<file path="src/rsr_pkg.sv">
package rsr_pkg;
    // ring status word bit positions
    localparam int RS_SIG_LOSS = 0;
    localparam int RS_HARD_ERR = 1;
    localparam int RS_SOFT_ERR = 2;
    localparam int RS_TX_BEACON = 3;
    localparam int RS_LOBE_FAULT = 4;
    localparam int RS_AUTO_REM = 5;
    localparam int RS_REMOVE_RX = 7;
    localparam int RS_CNT_OVF = 8;
    localparam int RS_SINGLE = 9;
    localparam int RS_RECOVERY = 10;
    localparam logic [15:0] RS_LIVE_MASK = 16'h07BF;
    // adapter check word bit positions
    localparam int AC_RING_OVR = 11;
    localparam int AC_BAD_INT = 12;
    localparam int AC_BAD_ERR_INT = 13;
    localparam int AC_BAD_XOP = 14;
    // status block command codes
    localparam logic [15:0] CMD_REJECT = 16'h0002;
    localparam logic [15:0] CMD_RING_STATUS = 16'h0001;
    // indirect address of the check block
    localparam logic [15:0] CHECK_ADDR = 16'h05E0;
    localparam logic [15:0] CHECK_BYTES = 16'h0008;
    localparam logic [15:0] RESET_WORD = 16'h0000;
    // counter threshold for overflow reporting
    localparam logic [7:0] CNT_PRE_MAX = 8'hFE;

    // ring events from the protocol engine
    typedef struct packed {
        logic sig_loss;
        logic beacon_rx;
        logic beacon_tx;
        logic soft_err_sent;
        logic lobe_fault;
        logic auto_rem_err;
        logic remove_rx;
        logic single_on;
        logic station_joined;
        logic claim_active;
        logic purge_rx;
    } rsr_ring_ev_t;

    // internal adapter check events
    typedef struct packed {
        logic ring_overrun;
        logic bad_int;
        logic bad_err_int;
        logic bad_xop;
        logic [15:0] reg0;
        logic [15:0] reg1;
        logic [15:0] reg2;
    } rsr_check_ev_t;

    // one status block write, four words
    typedef struct packed {
        logic [15:0] cmd;
        logic [15:0] stat0;
        logic [15:0] stat1;
        logic [15:0] stat2;
    } rsr_block_t;

    // host status block post engine states
    typedef enum logic [1:0] {
        ST_IDLE,
        ST_WRITE,
        ST_WAIT_CLEAR
    } rsr_state_t;
endpackage

</file>
<file path="src/rsr_ring_status_unit.sv">
`timescale 1ns/1ns
`default_nettype none
// What this block does
// - a ring error event posts the ring status word and interrupts the host.
// - hard-error disable option suppresses beacon-caused ring status interrupts.
// - soft-error disable option suppresses error-report-frame ring status interrupts.
// - signal loss on the ring sets bit 0.
// - bit 1 stays high while beacon frames are sent or received.
// - bit 2 sets after an error report frame was sent.
// - bit 3 stays high while this station sends beacons.
// - lobe fault sets bit 4, closes, returns to command wait.
// - auto-removal hardware error sets bit 5, leaves ring, closes.
// - a host counter stepping 254 to 255 sets bit 8.
// - bit 9 high while sole station, cleared when another inserts.
// - bit 10 set by claim token traffic, cleared by ring purge.
// - bits 11 to 15 read zero; bit 6 has no meaning.
// - invalid command or address posts a rejection with code 0002.
// - a rejection carries the offending command code.
// - address 05E0 then eight auto-increment byte reads return check data.
// - receive DMA overrun sets check bit 11.
// - unknown internal interrupt sets check bit 12 and saves registers.
// - unknown error interrupt sets check bit 13 and saves registers.
// - unknown extended operation request sets check bit 14; bit 15 reserved.
// - every posting writes all four words of the status block.
module rsr_ring_status_unit (
    // clock and reset
    input wire logic mclk_i,
    input wire logic srst_i,
    // ring side events and open options
    input wire rsr_pkg::rsr_ring_ev_t ring_ev_i,
    input wire logic cnt_wrap_i,
    input wire logic [7:0] cnt_val_i,
    input wire logic opt_no_hard_i,
    input wire logic opt_no_soft_i,
    // command block checker
    input wire logic cmd_bad_i,
    input wire logic [15:0] cmd_code_i,
    input wire logic [15:0] cmd_reason_i,
    // adapter check events
    input wire rsr_pkg::rsr_check_ev_t check_ev_i,
    // host status block writer, one word a cycle
    output logic blk_we_o,
    output logic [1:0] blk_idx_o,
    output logic [15:0] blk_data_o,
    output logic host_irq_o,
    input wire logic blk_clear_i,
    // indirect address and auto-increment data port
    input wire logic addr_we_i,
    input wire logic [15:0] addr_wdata_i,
    input wire logic data_rd_i,
    output logic [7:0] data_rdata_o,
    // adapter state
    output logic closed_o,
    output logic [15:0] ring_status_o,
    output logic [15:0] adapter_check_o
);
    rsr_pkg::rsr_state_t state_ff, nxt_state;
    logic [15:0] ring_status_ff, nxt_ring_status;
    logic [15:0] adapter_check_ff, nxt_adapter_check;
    logic [15:0] prm0_ff, prm1_ff, prm2_ff;
    rsr_pkg::rsr_block_t blk_ff, nxt_blk;
    logic [1:0] idx_ff;
    logic [15:0] data_ff;
    logic we_ff, irq_ff, closed_ff;
    logic pend_ring_ff, pend_rej_ff;
    logic [15:0] rej_code_ff, rej_reason_ff;
    logic [15:0] addr_ff;
    logic [7:0] rdata_ff;

    // ring status flag updates
    wire beacon_any = ring_ev_i.beacon_rx | ring_ev_i.beacon_tx;
    wire cnt_ovf = cnt_wrap_i && (cnt_val_i == rsr_pkg::CNT_PRE_MAX);
    wire closing = ring_ev_i.lobe_fault | ring_ev_i.auto_rem_err | ring_ev_i.remove_rx;
    always_comb begin
        nxt_ring_status = ring_status_ff;
        nxt_ring_status[rsr_pkg::RS_HARD_ERR] = beacon_any;
        nxt_ring_status[rsr_pkg::RS_TX_BEACON] = ring_ev_i.beacon_tx;
        if (ring_ev_i.sig_loss) nxt_ring_status[rsr_pkg::RS_SIG_LOSS] = 1'b1;
        if (ring_ev_i.soft_err_sent) nxt_ring_status[rsr_pkg::RS_SOFT_ERR] = 1'b1;
        if (ring_ev_i.lobe_fault) nxt_ring_status[rsr_pkg::RS_LOBE_FAULT] = 1'b1;
        if (ring_ev_i.auto_rem_err) nxt_ring_status[rsr_pkg::RS_AUTO_REM] = 1'b1;
        if (ring_ev_i.remove_rx) nxt_ring_status[rsr_pkg::RS_REMOVE_RX] = 1'b1;
        if (cnt_ovf) nxt_ring_status[rsr_pkg::RS_CNT_OVF] = 1'b1;
        // sole-station: set wins over a simultaneous join
        if (ring_ev_i.station_joined) nxt_ring_status[rsr_pkg::RS_SINGLE] = 1'b0;
        if (ring_ev_i.single_on) nxt_ring_status[rsr_pkg::RS_SINGLE] = 1'b1;
        if (ring_ev_i.purge_rx) nxt_ring_status[rsr_pkg::RS_RECOVERY] = 1'b0;
        if (ring_ev_i.claim_active) nxt_ring_status[rsr_pkg::RS_RECOVERY] = 1'b1;
        nxt_ring_status = nxt_ring_status & rsr_pkg::RS_LIVE_MASK;
    end

    // which events raise a ring status posting, after the open options
    wire post_hard = ring_ev_i.beacon_rx & ~ring_status_ff[rsr_pkg::RS_HARD_ERR]
        | ring_ev_i.beacon_tx & ~ring_status_ff[rsr_pkg::RS_TX_BEACON];
    wire ring_trig = ring_ev_i.sig_loss | (post_hard & ~opt_no_hard_i)
        | (ring_ev_i.soft_err_sent & ~opt_no_soft_i)
        | closing | cnt_ovf
        | (ring_ev_i.single_on & ~ring_status_ff[rsr_pkg::RS_SINGLE])
        | (ring_ev_i.claim_active & ~ring_status_ff[rsr_pkg::RS_RECOVERY]);

    // adapter check word and saved processor registers
    wire save_regs = check_ev_i.bad_int | check_ev_i.bad_err_int | check_ev_i.bad_xop;
    always_comb begin
        nxt_adapter_check = adapter_check_ff;
        if (check_ev_i.ring_overrun) nxt_adapter_check[rsr_pkg::AC_RING_OVR] = 1'b1;
        if (check_ev_i.bad_int) nxt_adapter_check[rsr_pkg::AC_BAD_INT] = 1'b1;
        if (check_ev_i.bad_err_int) begin
            nxt_adapter_check[rsr_pkg::AC_BAD_ERR_INT] = 1'b1;
        end
        if (check_ev_i.bad_xop) nxt_adapter_check[rsr_pkg::AC_BAD_XOP] = 1'b1;
    end

    // posting engine: rejection first, since the host is blocked on its command
    wire start_rej = pend_rej_ff | cmd_bad_i;
    wire start_ring = pend_ring_ff | ring_trig;
    always_comb begin
        nxt_state = state_ff;
        nxt_blk = blk_ff;
        case (state_ff)
            rsr_pkg::ST_IDLE: begin
                if (start_rej) begin
                    nxt_state = rsr_pkg::ST_WRITE;
                    nxt_blk.cmd = rsr_pkg::CMD_REJECT;
                    nxt_blk.stat0 = pend_rej_ff ? rej_reason_ff : cmd_reason_i;
                    nxt_blk.stat1 = pend_rej_ff ? rej_code_ff : cmd_code_i;
                    nxt_blk.stat2 = rsr_pkg::RESET_WORD;
                end else if (start_ring) begin
                    nxt_state = rsr_pkg::ST_WRITE;
                    nxt_blk.cmd = rsr_pkg::CMD_RING_STATUS;
                    nxt_blk.stat0 = nxt_ring_status;
                    nxt_blk.stat1 = rsr_pkg::RESET_WORD;
                    nxt_blk.stat2 = rsr_pkg::RESET_WORD;
                end
            end
            rsr_pkg::ST_WRITE: begin
                if (idx_ff == 2'd3) nxt_state = rsr_pkg::ST_WAIT_CLEAR;
            end
            rsr_pkg::ST_WAIT_CLEAR: begin
                if (blk_clear_i) nxt_state = rsr_pkg::ST_IDLE;
            end
            default: nxt_state = rsr_pkg::ST_IDLE;
        endcase
    end

    // next block word, registered so the data pins come from a flop
    wire [1:0] nxt_idx = (state_ff == rsr_pkg::ST_WRITE) ? idx_ff + 2'd1 : 2'd0;
    wire [15:0] nxt_word = nxt_idx == 2'd0 ? nxt_blk.cmd : nxt_idx == 2'd1 ? nxt_blk.stat0 :
        nxt_idx == 2'd2 ? nxt_blk.stat1 : nxt_blk.stat2;

    wire taking_rej = (state_ff == rsr_pkg::ST_IDLE) && start_rej;
    wire taking_ring = (state_ff == rsr_pkg::ST_IDLE) && !start_rej && start_ring;
    wire in_check = addr_ff[15:3] == rsr_pkg::CHECK_ADDR[15:3];
    wire [2:0] byte_sel = addr_ff[2:0];
    wire [15:0] check_word = byte_sel[2:1] == 2'd0 ? adapter_check_ff :
        byte_sel[2:1] == 2'd1 ? prm0_ff : byte_sel[2:1] == 2'd2 ? prm1_ff : prm2_ff;
    wire [7:0] check_byte = byte_sel[0] ? check_word[7:0] : check_word[15:8];

    // state, flags and posting words
    always_ff @(posedge mclk_i) begin
        if (srst_i) begin
            state_ff <= rsr_pkg::ST_IDLE;
            ring_status_ff <= rsr_pkg::RESET_WORD;
            adapter_check_ff <= rsr_pkg::RESET_WORD;
            blk_ff <= '0;
            idx_ff <= 2'd0;
            data_ff <= rsr_pkg::RESET_WORD;
            we_ff <= 1'b0;
            irq_ff <= 1'b0;
        end else begin
            state_ff <= nxt_state;
            ring_status_ff <= nxt_ring_status;
            adapter_check_ff <= nxt_adapter_check;
            blk_ff <= nxt_blk;
            we_ff <= nxt_state == rsr_pkg::ST_WRITE;
            idx_ff <= nxt_idx;
            data_ff <= nxt_word;
            // interrupt rises once all four words are out, drops on clear
            if (state_ff == rsr_pkg::ST_WRITE && idx_ff == 2'd3) irq_ff <= 1'b1;
            else if (blk_clear_i) irq_ff <= 1'b0;
        end
    end

    // pending requests held while the block is busy
    always_ff @(posedge mclk_i) begin
        if (srst_i) begin
            pend_ring_ff <= 1'b0;
            pend_rej_ff <= 1'b0;
            rej_code_ff <= rsr_pkg::RESET_WORD;
            rej_reason_ff <= rsr_pkg::RESET_WORD;
        end else begin
            pend_ring_ff <= (pend_ring_ff | ring_trig) & ~taking_ring;
            pend_rej_ff <= (pend_rej_ff | cmd_bad_i) & ~taking_rej;
            if (cmd_bad_i && !pend_rej_ff) begin
                rej_code_ff <= cmd_code_i;
                rej_reason_ff <= cmd_reason_i;
            end
        end
    end

    // close on lobe fault, removal error or remove request; reopening is the host's
    always_ff @(posedge mclk_i) begin
        if (srst_i) closed_ff <= 1'b0;
        else if (closing) closed_ff <= 1'b1;
        else if (cmd_code_i == 16'h0003 && !cmd_bad_i && ring_status_ff == 16'h0000) closed_ff <= 1'b0;
    end

    // saved processor registers for the check parameters
    always_ff @(posedge mclk_i) begin
        if (srst_i) begin
            prm0_ff <= rsr_pkg::RESET_WORD;
            prm1_ff <= rsr_pkg::RESET_WORD;
            prm2_ff <= rsr_pkg::RESET_WORD;
        end else if (save_regs) begin
            prm0_ff <= check_ev_i.reg0;
            prm1_ff <= check_ev_i.reg1;
            prm2_ff <= check_ev_i.reg2;
        end
    end

    // indirect address with auto-increment after each byte read
    always_ff @(posedge mclk_i) begin
        if (srst_i) begin
            addr_ff <= rsr_pkg::RESET_WORD;
            rdata_ff <= 8'h00;
        end else begin
            if (addr_we_i) addr_ff <= addr_wdata_i;
            else if (data_rd_i) addr_ff <= addr_ff + 16'h0001;
            if (data_rd_i) rdata_ff <= in_check ? check_byte : 8'h00;
        end
    end

    assign blk_we_o = we_ff;
    assign blk_idx_o = idx_ff;
    assign blk_data_o = data_ff;
    assign host_irq_o = irq_ff;
    assign data_rdata_o = rdata_ff;
    assign closed_o = closed_ff;
    assign ring_status_o = ring_status_ff;
    assign adapter_check_o = adapter_check_ff;

    // reserved ring status bits never show
    reserved_zero_a: assert property (@(posedge mclk_i) disable iff (srst_i)
        ring_status_o[15:11] == 5'h00 && !ring_status_o[6])
        else $error("reserved ring status bits set");
    // signal loss posts within a few cycles
    sig_loss_post_a: assert property (@(posedge mclk_i) disable iff (srst_i)
        ring_ev_i.sig_loss && state_ff == rsr_pkg::ST_IDLE && !cmd_bad_i && !pend_rej_ff
        |=> blk_we_o && blk_idx_o == 2'd0 ##0 blk_data_o == rsr_pkg::CMD_RING_STATUS)
        else $error("signal loss not posted");
    // block write is four consecutive words
    four_words_a: assert property (@(posedge mclk_i) disable iff (srst_i)
        $rose(blk_we_o) |-> blk_we_o[*4] ##1 !blk_we_o)
        else $error("status block not four words");
    // interrupt follows last word
    irq_after_a: assert property (@(posedge mclk_i) disable iff (srst_i)
        blk_we_o && blk_idx_o == 2'd3 |=> host_irq_o)
        else $error("interrupt missing after posting");
    // no new posting while waiting for clear
    hold_clear_a: assert property (@(posedge mclk_i) disable iff (srst_i)
        state_ff == rsr_pkg::ST_WAIT_CLEAR && !blk_clear_i |=> !blk_we_o)
        else $error("posting before clear");
    // beacon follows input
    hard_err_a: assert property (@(posedge mclk_i) disable iff (srst_i)
        beacon_any |=> ring_status_o[rsr_pkg::RS_HARD_ERR])
        else $error("hard error not tracking beacon");
    // lobe fault closes
    lobe_close_a: assert property (@(posedge mclk_i) disable iff (srst_i)
        ring_ev_i.lobe_fault |=> closed_o && ring_status_o[rsr_pkg::RS_LOBE_FAULT])
        else $error("lobe fault did not close");
    // rejection code
    reject_code_a: assert property (@(posedge mclk_i) disable iff (srst_i)
        cmd_bad_i && state_ff == rsr_pkg::ST_IDLE && !pend_rej_ff
        |=> blk_data_o == rsr_pkg::CMD_REJECT ##1 blk_idx_o == 2'd1 ##1 blk_data_o == $past(cmd_code_i, 3))
        else $error("bad rejection posting");

    // ring status flags
    sig_loss_set_a: assert property (@(posedge mclk_i) disable iff (srst_i)
        ring_ev_i.sig_loss |=> ring_status_o[rsr_pkg::RS_SIG_LOSS])
        else $error("signal loss flag missing");
    // soft error flag after error report
    soft_err_set_a: assert property (@(posedge mclk_i) disable iff (srst_i)
        ring_ev_i.soft_err_sent |=> ring_status_o[rsr_pkg::RS_SOFT_ERR])
        else $error("soft error flag missing");
    // transmit beacon flag is live
    tx_beacon_on_a: assert property (@(posedge mclk_i) disable iff (srst_i)
        ring_ev_i.beacon_tx |=> ring_status_o[rsr_pkg::RS_TX_BEACON])
        else $error("beacon transmit flag missing");
    // transmit beacon flag drops with the beacon
    tx_beacon_off_a: assert property (@(posedge mclk_i) disable iff (srst_i)
        !ring_ev_i.beacon_tx |=> !ring_status_o[rsr_pkg::RS_TX_BEACON])
        else $error("beacon transmit flag stuck");
    // hard error flag drops with the beacon
    hard_err_off_a: assert property (@(posedge mclk_i) disable iff (srst_i)
        !beacon_any |=> !ring_status_o[rsr_pkg::RS_HARD_ERR])
        else $error("hard error flag stuck");
    // auto-removal error closes
    auto_rem_close_a: assert property (@(posedge mclk_i) disable iff (srst_i)
        ring_ev_i.auto_rem_err |=> closed_o && ring_status_o[rsr_pkg::RS_AUTO_REM])
        else $error("auto-removal did not close");
    // remove request closes
    remove_close_a: assert property (@(posedge mclk_i) disable iff (srst_i)
        ring_ev_i.remove_rx |=> closed_o && ring_status_o[rsr_pkg::RS_REMOVE_RX])
        else $error("remove request did not close");
    // counter overflow flag
    cnt_ovf_set_a: assert property (@(posedge mclk_i) disable iff (srst_i)
        cnt_ovf |=> ring_status_o[rsr_pkg::RS_CNT_OVF])
        else $error("counter overflow flag missing");
    // sole station flag set
    single_set_a: assert property (@(posedge mclk_i) disable iff (srst_i)
        ring_ev_i.single_on |=> ring_status_o[rsr_pkg::RS_SINGLE])
        else $error("single station flag missing");
    // sole station flag cleared by a join
    single_clear_a: assert property (@(posedge mclk_i) disable iff (srst_i)
        ring_ev_i.station_joined && !ring_ev_i.single_on |=> !ring_status_o[rsr_pkg::RS_SINGLE])
        else $error("single station flag not cleared");
    // recovery flag set by claim traffic
    recovery_set_a: assert property (@(posedge mclk_i) disable iff (srst_i)
        ring_ev_i.claim_active |=> ring_status_o[rsr_pkg::RS_RECOVERY])
        else $error("recovery flag missing");
    // recovery flag cleared by purge
    recovery_clear_a: assert property (@(posedge mclk_i) disable iff (srst_i)
        ring_ev_i.purge_rx && !ring_ev_i.claim_active |=> !ring_status_o[rsr_pkg::RS_RECOVERY])
        else $error("recovery flag not cleared");

    // adapter check flags and saved registers
    overrun_flag_a: assert property (@(posedge mclk_i) disable iff (srst_i)
        check_ev_i.ring_overrun |=> adapter_check_o[rsr_pkg::AC_RING_OVR])
        else $error("ring overrun flag missing");
    // invalid interrupt saves the first register
    bad_int_flag_a: assert property (@(posedge mclk_i) disable iff (srst_i)
        check_ev_i.bad_int |=> adapter_check_o[rsr_pkg::AC_BAD_INT] && prm0_ff == $past(check_ev_i.reg0))
        else $error("invalid interrupt not recorded");
    // invalid error interrupt saves the second register
    bad_err_flag_a: assert property (@(posedge mclk_i) disable iff (srst_i)
        check_ev_i.bad_err_int |=> adapter_check_o[rsr_pkg::AC_BAD_ERR_INT] && prm1_ff == $past(check_ev_i.reg1))
        else $error("invalid error interrupt not recorded");
    // invalid extended operation saves the third register
    bad_xop_flag_a: assert property (@(posedge mclk_i) disable iff (srst_i)
        check_ev_i.bad_xop |=> adapter_check_o[rsr_pkg::AC_BAD_XOP] && prm2_ff == $past(check_ev_i.reg2))
        else $error("invalid extended operation not recorded");
    // reserved check bit never shows
    check_reserved_a: assert property (@(posedge mclk_i) disable iff (srst_i)
        !adapter_check_o[15])
        else $error("reserved check bit set");
endmodule
`default_nettype wire

</file>
<file path="config.mk">
export PLATFORM = sky130hd
export DESIGN_NAME = rsr_ring_status_unit
export DESIGN_NICKNAME = d
export VERILOG_FILES = /design/src/rsr_pkg.sv /design/src/rsr_ring_status_unit.sv
export SDC_FILE = /design/constraint.sdc
export NUM_CORES = 1
export LEC_CHECK = 0
export ABC_CLOCK_PERIOD_IN_PS = 6100
export BUFFER_PORTS_ARGS = -buffer_cell sky130_fd_sc_hd__buf_2
export CAP_MARGIN = 30
export CORE_MARGIN = 4
export CORE_UTILIZATION = 40
export CTS_BUF_LIST = sky130_fd_sc_hd__clkbuf_4
export CTS_CLUSTER_SIZE = 40
export DETAILED_ROUTE_END_ITERATION = 8
export SYNTH_ARGS = -nofsm -noshare
export SYNTH_HDL_FRONTEND = slang
export SYNTH_SLANG_ARGS = --single-unit
</file>
<file path="constraint.sdc">
create_clock -name mclk_i -period 6.1 [get_ports mclk_i]
set_input_delay 1.22 -clock mclk_i [delete_from_list [all_inputs] [get_ports mclk_i]]
set_output_delay 1.22 -clock mclk_i [all_outputs]
set_load 0.01 [all_outputs]
</file>
==> summary.txt, run 1 <==
Floorplanning
  • Die area: about 0.024 mm2
  • IO Count: 189
  • Num rows: 53
  • Initial core utilization: 40.71%
  • Die Wd: 154.3 um
  • Die height: between 150 and 200 um
  • Core Area: 0.02102 mm2

Run status
  • Status: complete, no violations

Timing
  • Final min period: around 3.4 ns
  • Fin Setup TNS: 0 ns
  • Tcrit/Tclk final: between 50% and 60%
  • Hold slack: 0.4364 ns
  • Achievable clock frequency: 0.2939 GHz
  • Final Hold Viols: 0
  • Slew @ Worst Pin: 0.9643 ns
  • Final Slew Violations: 0
  • RSZ-0062 raised after global routing: no
  • Worst-case clock skew: about 0.07 ns
  • Setup violators final: 0
  • Relative slew margins: 35.57%

Setup path
  • Cell Chain, Critical Path: buf_2 > nand2b_1 > o2111ai_1 > or4_4 > a21boi_1 > buf_4 > nand2_1 > a222oi_1
  • R2r endpoint: blk_data_o[4]
  • Worst setup path end: blk_data_o[4]
  • Cells on worst reg2reg path: 7
  • CP startpoint kind: input pin
  • Setup crit start: ring_ev_i[1]
  • Crit path DAT: around 4.0 ns
  • CP Data Required Time: 6.65 ns
  • CP Max Fanout: 16
  • Slowest CP cell: a21boi_1
  • WS Path Type: input pin to flop
  • Max incr delay on CP: 0.77 ns
  • Critical Path Sink Type: flop
  • R2R setup slack: between 2 and 3 ns
  • FF-to-FF Start: ring_status_o[10]

Synth
  • Cell Area, Synth: 0.008558 mm2
  • Gate count of the mapped netlist: between 1k and 1.5k
  • Total number of yosys warnings: 0
  • Number of synthesized flops with an enable pin: 0
  • Post-synth top area share: 48.42%
  • FF+latch count, synth: 207
  • Top-count cell post-synth: nand2_1
  • Leading area contributor after synthesis: dfxtp_1
  • Syn_area_per_cell: 8.081 um2
  • Commonest cells in the netlist: nand2_1, dfxtp_1, a21oi_1
  • Distinct cells, synth: 59
  • Synth Flop Type: dfxtp_1
  • Synth top area cells: dfxtp_1, nand2_1, a21oi_1
  • Asr flop ratio synth: 0%
  • Seq/Total Area, Yosys: 48.42%

Route
  • Routed wire length: 24.74 mm
  • Initial DRC count: 476
  • DRC viols: 0
  • Drt via density: between 5 and 6
  • Via count: 7833
  • Drt first pass iters: 6
  • Routed WL per cell: 16.06 um
  • Number of routed nets with antenna violations: 0

Clocking
  • Root Buffer: clkbuf_4
  • Max Root-Sink Buffers: 3
  • Hold-fix buffers at CTS: 0
  • Clock sink count: 207
  • CTS Buf Count: 54
  • CTS tree: built
  • Latest clock arrival within the worst-skew pair: 0.68 ns
  • # Post-CTS Setup Buffers: 0
  • H-tree Lvls: 2
  • Worst-path clk slew: approximately 0.060 ns
  • Post-CTS Resized: 0

Job
  • Max-Cap Viols: 0

GRT
  • GRT Total Usage: between 20% and 30%
  • Pin count of the biggest net entering global routing: 90
  • First-pass GRT wire length: 39.19 mm
  • GRT overflow: 0
  • Number of global-route vias before repair: 7499
  • Antenna violations before repair: 6

Place
  • DPL Wire Length: 16.93 mm
  • IO Port Bufs: 170
  • Cell Count Post-Placement: roughly 1.4k
  • GP Congestion: 0.8505

Power
  • Max VDD drop: 0.1242 mV
  • Leakage: 0.004500 uW
  • Power per Cell Area: 290.3 mW/mm2
  • Total power: 2972 uW

Hold path
  • Hold Crit Class: flop to flop

Cells and area
  • Area Overhead vs Synth: 19.62%
  • Share of cells above drive strength 1: about a quarter
  • Nets: between 1k and 1.5k
  • Fill cells: 2169
  • Final Instance Count excl. Fillers: about 1.5k
## critical path: cells and delay by family
family,cells,cell delay (ns)
buffers and inverters,2,0.47
AOI/OAI and AO/OA,3,1.32
and+or+nand+nor,3,0.93
## area by class of cell
cell class	count	area [um2]	share of cell area [%]
diodes	4	10.01	0.09778
clock buffers	85	638.1	6.233
clock inverters	6	32.53	0.3178
inverters	25	93.84	0.9166
multi-input cells	752	3981	38.89
flip-flops and latches	207	4144	40.48
well taps	275	344.1	3.361
repair buffers	186	993.5	9.704
## metrics by stage
stage                     cell area, um2  worst slack (ns)  utilization [%]
final                              10240             2.698            48.70
after global routing               10240             2.557            48.70
after CTS                          10200             2.770            48.52
after detailed placement            9529             2.067            45.33
after global placement              9522             2.165            45.29
after floorplan                     8622             3.148                -
## state kept, by name, summed over array words and instances (netlist names)
register,cells
state_ff,2
blk_we_o,1
prm2_ff,16
pend_rej_ff,1
prm0_ff,16
host_irq_o,1
prm1_ff,16
rej_reason_ff,16
closed_o,1
data_rdata_o,8
adapter_check_o,4
blk_idx_o,2
ring_status_o,10
addr_ff,16
rej_code_ff,16
blk_data_o,16
pend_ring_ff,1
blk_ff,64
## how the worst min path moves through the flow
stage,end,slack [ns],cells past startpoint,start
floorplan,blk_ff[51],0.40,2,blk_ff[51]
global placement,blk_ff[57],0.41,2,blk_ff[57]
detailed placement,blk_ff[51],0.42,2,blk_ff[51]
CTS,blk_ff[56],0.44,2,blk_ff[56]
global route,blk_ff[57],0.46,2,blk_ff[57]
finish,blk_ff[59],0.44,2,blk_ff[59]
## power breakdown
part | internal [uW] | switching [uW] | total (uW) | leakage (uW)
logic | 131 | 199 | 330 | 0.00239
clock network | 625 | 555 | 1180 | 0.000406
registers | 1420 | 42.5 | 1460 | 0.00170
total | 2180 | 796 | 2970 | 0.00450
## cells in the final DEF, fill, tap and decap left out, drive strengths merged, types with 8 or more instances in the layout
master and count:
clkbuf 85, a21oi 168, o21ai 10, buf 186, nand3 11, and2 18, nand2 240, xnor2 8
mux2i 22, inv 24, a22oi 9, conb 18, mux2 8, nand2b 8, nand4 8, dfxtp 207
nor3 10, nor2 108
## cell families (layout without fill, tap and decap cells)
| family | after synthesis | count (layout) | share of synthesized area (%) |
|---|---|---|---|
| simple gates | 434 | 434 | 21.55 |
| other cells | 1 | 22 | 0.04382 |
| mux | 34 | 34 | 4.678 |
| xor+xnor | 14 | 14 | 1.433 |
| fa+ha+maj | 2 | 2 | 0.2924 |
| buf+inv | 117 | 302 | 6.096 |
| compound gates | 250 | 250 | 17.49 |
| flops | 207 | 207 | 48.42 |
## routing by layer
layer  global-route usage (%)  part of all wire (%)
met1                    27.56                    45
met2                    31.45                    46
met3                    4.421                   6.8
met4                    6.770                   1.8
met5                        0                 0.085
Note: power is estimated with default switching activity, not from simulation.
==> run 2, diff against run 1 <==
- ABC_AREA: unset -> 1
- ABC_CLOCK_PERIOD_IN_PS: 6100 -> 3540
- clock period: 6.1 -> 3.54 ns (I/O delays scaled with it)
==> run 2 against run 1 <==
Total power increased by 81%. Combinational power rose by 110%. Hold slack worse by 0.16 ns. Critical path depth rose by 2. Largest cell class unchanged. Sequential share of layout area is 1.9 points lower. Wire length increased by 3.1%. Clock-buffer cell count increased by 1. Worst setup slack got worse by 1.6 ns. Highest routed layer unchanged. Via count rose by 11%. Cell count grew 15%.
==> summary.txt, run 2 <==
Timing
  • Fin Setup TNS: 0 ns
  • Final min period: 2.420 ns
  • RSZ-0062 raised after global routing: no
  • Final Hold Viols: 0
  • Worst-case clock skew: 0.05117 ns
  • Setup violators final: 0
  • Achievable clock frequency: 0.4132 GHz
  • Hold slack: 0.2751 ns
  • Final Slew Violations: 0
  • Relative slew margins: 39.14%
  • Slew @ Worst Pin: 0.9128 ns
  • Tcrit/Tclk final: 68.36%

Synth
  • Asr flop ratio synth: 0%
  • Synth Flop Type: dfxtp_1
  • Leading area contributor after synthesis: dfxtp_1
  • Cell Area, Synth: 0.009052 mm2
  • Total number of yosys warnings: 0
  • Post-synth top area share: 45.78%
  • Synth top area cells: dfxtp_1, nand2_1, nor2_1
  • Number of synthesized flops with an enable pin: 0
  • Syn_area_per_cell: slightly above 7 um2
  • Seq/Total Area, Yosys: 45.78%
  • Commonest cells in the netlist: nand2_1, dfxtp_1, nor2_1
  • Gate count of the mapped netlist: between 1k and 1.5k
  • Distinct cells, synth: 37
  • FF+latch count, synth: 207
  • Top-count cell post-synth: nand2_1

Cells and area
  • Area Overhead vs Synth: 18.73%
  • Share of cells above drive strength 1: 20.46%
  • Post-route cell area: 0.01075 mm2
  • Commonest non-fill, non-tap cell in the layout: nand2_1
  • Most flops, register: blk_ff
  • Leading cell types in the layout, fill and taps excluded: nand2_1, dfxtp_1, buf_2, nor2_1, a21oi_1
  • Nets: 1582
  • Max FFs per register: 64

Clocking
  • H-tree Lvls: 2
  • # Post-CTS Setup Buffers: 0
  • Latest clock arrival within the worst-skew pair: roughly 0.7 ns
  • CTS Buf Count: 53
  • CTS tree: built
  • Post-CTS Resized: 0
  • Max Root-Sink Buffers: 3
  • Hold-fix buffers at CTS: 0
  • Worst-path clk slew: about 0.060 ns
  • Root Buffer: clkbuf_4
  • Clock sink count: just over 200

GRT
  • GRT overflow: 0
  • Antenna violations before repair: 5
  • Pin count of the biggest net entering global routing: 84
  • GRT Total Usage: 19.81%
  • Number of global-route vias before repair: 8131
  • First-pass GRT wire length: 40.30 mm

Route
  • Routed wire length: ~26 mm
  • Uppermost layer routed: met5
  • Drt via density: 4.924
  • DRC viols: 0
  • Drt first pass iters: 5
  • Routed wl met2: 11.32 mm
  • Initial DRC count: 489
  • Number of routed nets with antenna violations: 0
  • Via count: 8711
  • Detail Route met3 WL: roughly 1.8 mm
  • Met1 WL: 11.73 mm
  • Routed WL per cell: 14.42 um

Setup path
  • CP Max Fanout: 25
  • Crit path DAT: 2.98 ns
  • CP startpoint kind: flop
  • WS Path Type: flop to flop
  • Critical Path Sink Type: flop
  • CP Data Required Time: 4.10 ns

Power
  • Leakage: ~0.005 uW
  • Power per Cell Area: approximately 500 mW/mm2
  • Max VDD drop: 0.1959 mV

Place
  • Placement Cell Area: 0.01003 mm2
  • GP Congestion: 0.8585
  • IO Port Bufs: 170
  • DPL Wire Length: 18.11 mm

Job
  • Max-Cap Viols: 0

Floorplanning
  • IO Count: about 190
  • Num rows: 54
  • Die area: approximately 0.025 mm2
  • Die height: around 160 um
  • Die Wd: between 150 and 200 um
  • Core Area: 0.02203 mm2
  • Initial core utilization: 41.10%

Run status
  • Status: complete, no violations

Hold path
  • Hold Crit Class: input pin to flop
## run 2: cell types whose count changed after synthesis, sizes merged, moves of 8 or more
| cell | previous run | this run |
|---|---|---|
| o21ai | 10 | 104 |
| inv | 24 | 113 |
| nand3 | 11 | 97 |
| nor2 | 108 | 171 |
| nand2 | 240 | 295 |
| a21oi | 168 | 114 |
| mux2i | 22 | 0 |
| and2 | 18 | 0 |
| nand4 | 8 | 20 |
| buf | 34 | 44 |
| clkbuf | 58 | 49 |
| mux2 | 8 | 0 |
| nand2b | 8 | 0 |
## run 2: report_power, final
part           switching [uW]  leakage (uW)  internal, uW
Clock                     923      0.000428          1230
Sequential               72.8       0.00170          2460
Combinational             454       0.00284           242
Total                    1450       0.00497          3930
## run 2: worst paths after layout
check,startpoint,to,slack [ns],depth (start not counted)
max,pend_rej_ff,blk_data_o[12],1.12,10
min,check_ev_i[51],adapter_check_o[11],0.28,3
max reg2reg,pend_rej_ff,blk_data_o[12],1.12,10
min reg2reg,blk_ff[54],blk_ff[54],0.44,2
## run 2: cells by family after synthesis
family / share of synthesized area [%]
AO/OA/AOI/OAI: 14.44
adder cells (fa/ha/maj): 0.2764
buffers and inverters: 10.08
other: 0.04143
flip-flops: 45.78
XOR/XNOR: 1.161
AND/OR/NAND/NOR: 28.22
## run 2: layout make-up
| cell class | count | area (um2) |
|---|---|---|
| Tap cell | 280 | 350.3 |
| Inverter | 116 | 442.9 |
| Multi-Input combinational cell | 885 | 4073 |
| Clock inverter | 3 | 68.82 |
| Timing Repair Buffer | 189 | 1016 |
| Fill cell | 2312 | 11280 |
| Clock buffer | 86 | 645.6 |
| Antenna cell | 3 | 7.507 |
| Sequential cell | 207 | 4144 |
## run 2: worst max-delay path, cell delays in order (launching register included)
cell and delay (ns):
dfxtp_1 0.83, nor2_2 0.05, buf_4 0.21, nor2_4 0.16, inv_4 0.14, nand2_4 0.28, clkinv_2 0.28, nand2_1 0.13
nor2_1 0.06, nor2_1 0.15, a21oi_1 0.05
## run 2: per-stage QoR
step	utilization, %	std cells	worst slack (ns)	power (uW)
floorplan	-	1301	1.689	3038
global placement	45.39	1676	0.8720	3277
detailed placement	45.52	1677	0.8653	3285
CTS	48.76	1766	1.108	5458
global route	48.80	1769	0.8422	5679
finish	48.80	1769	1.120	5381
## run 2: routing by layer
layer	global-route usage, %	up-vias
li1	-	4494
met1	26.24	3888
met2	31.91	275
met3	4.757	50
met4	6.539	4
met5	0	-
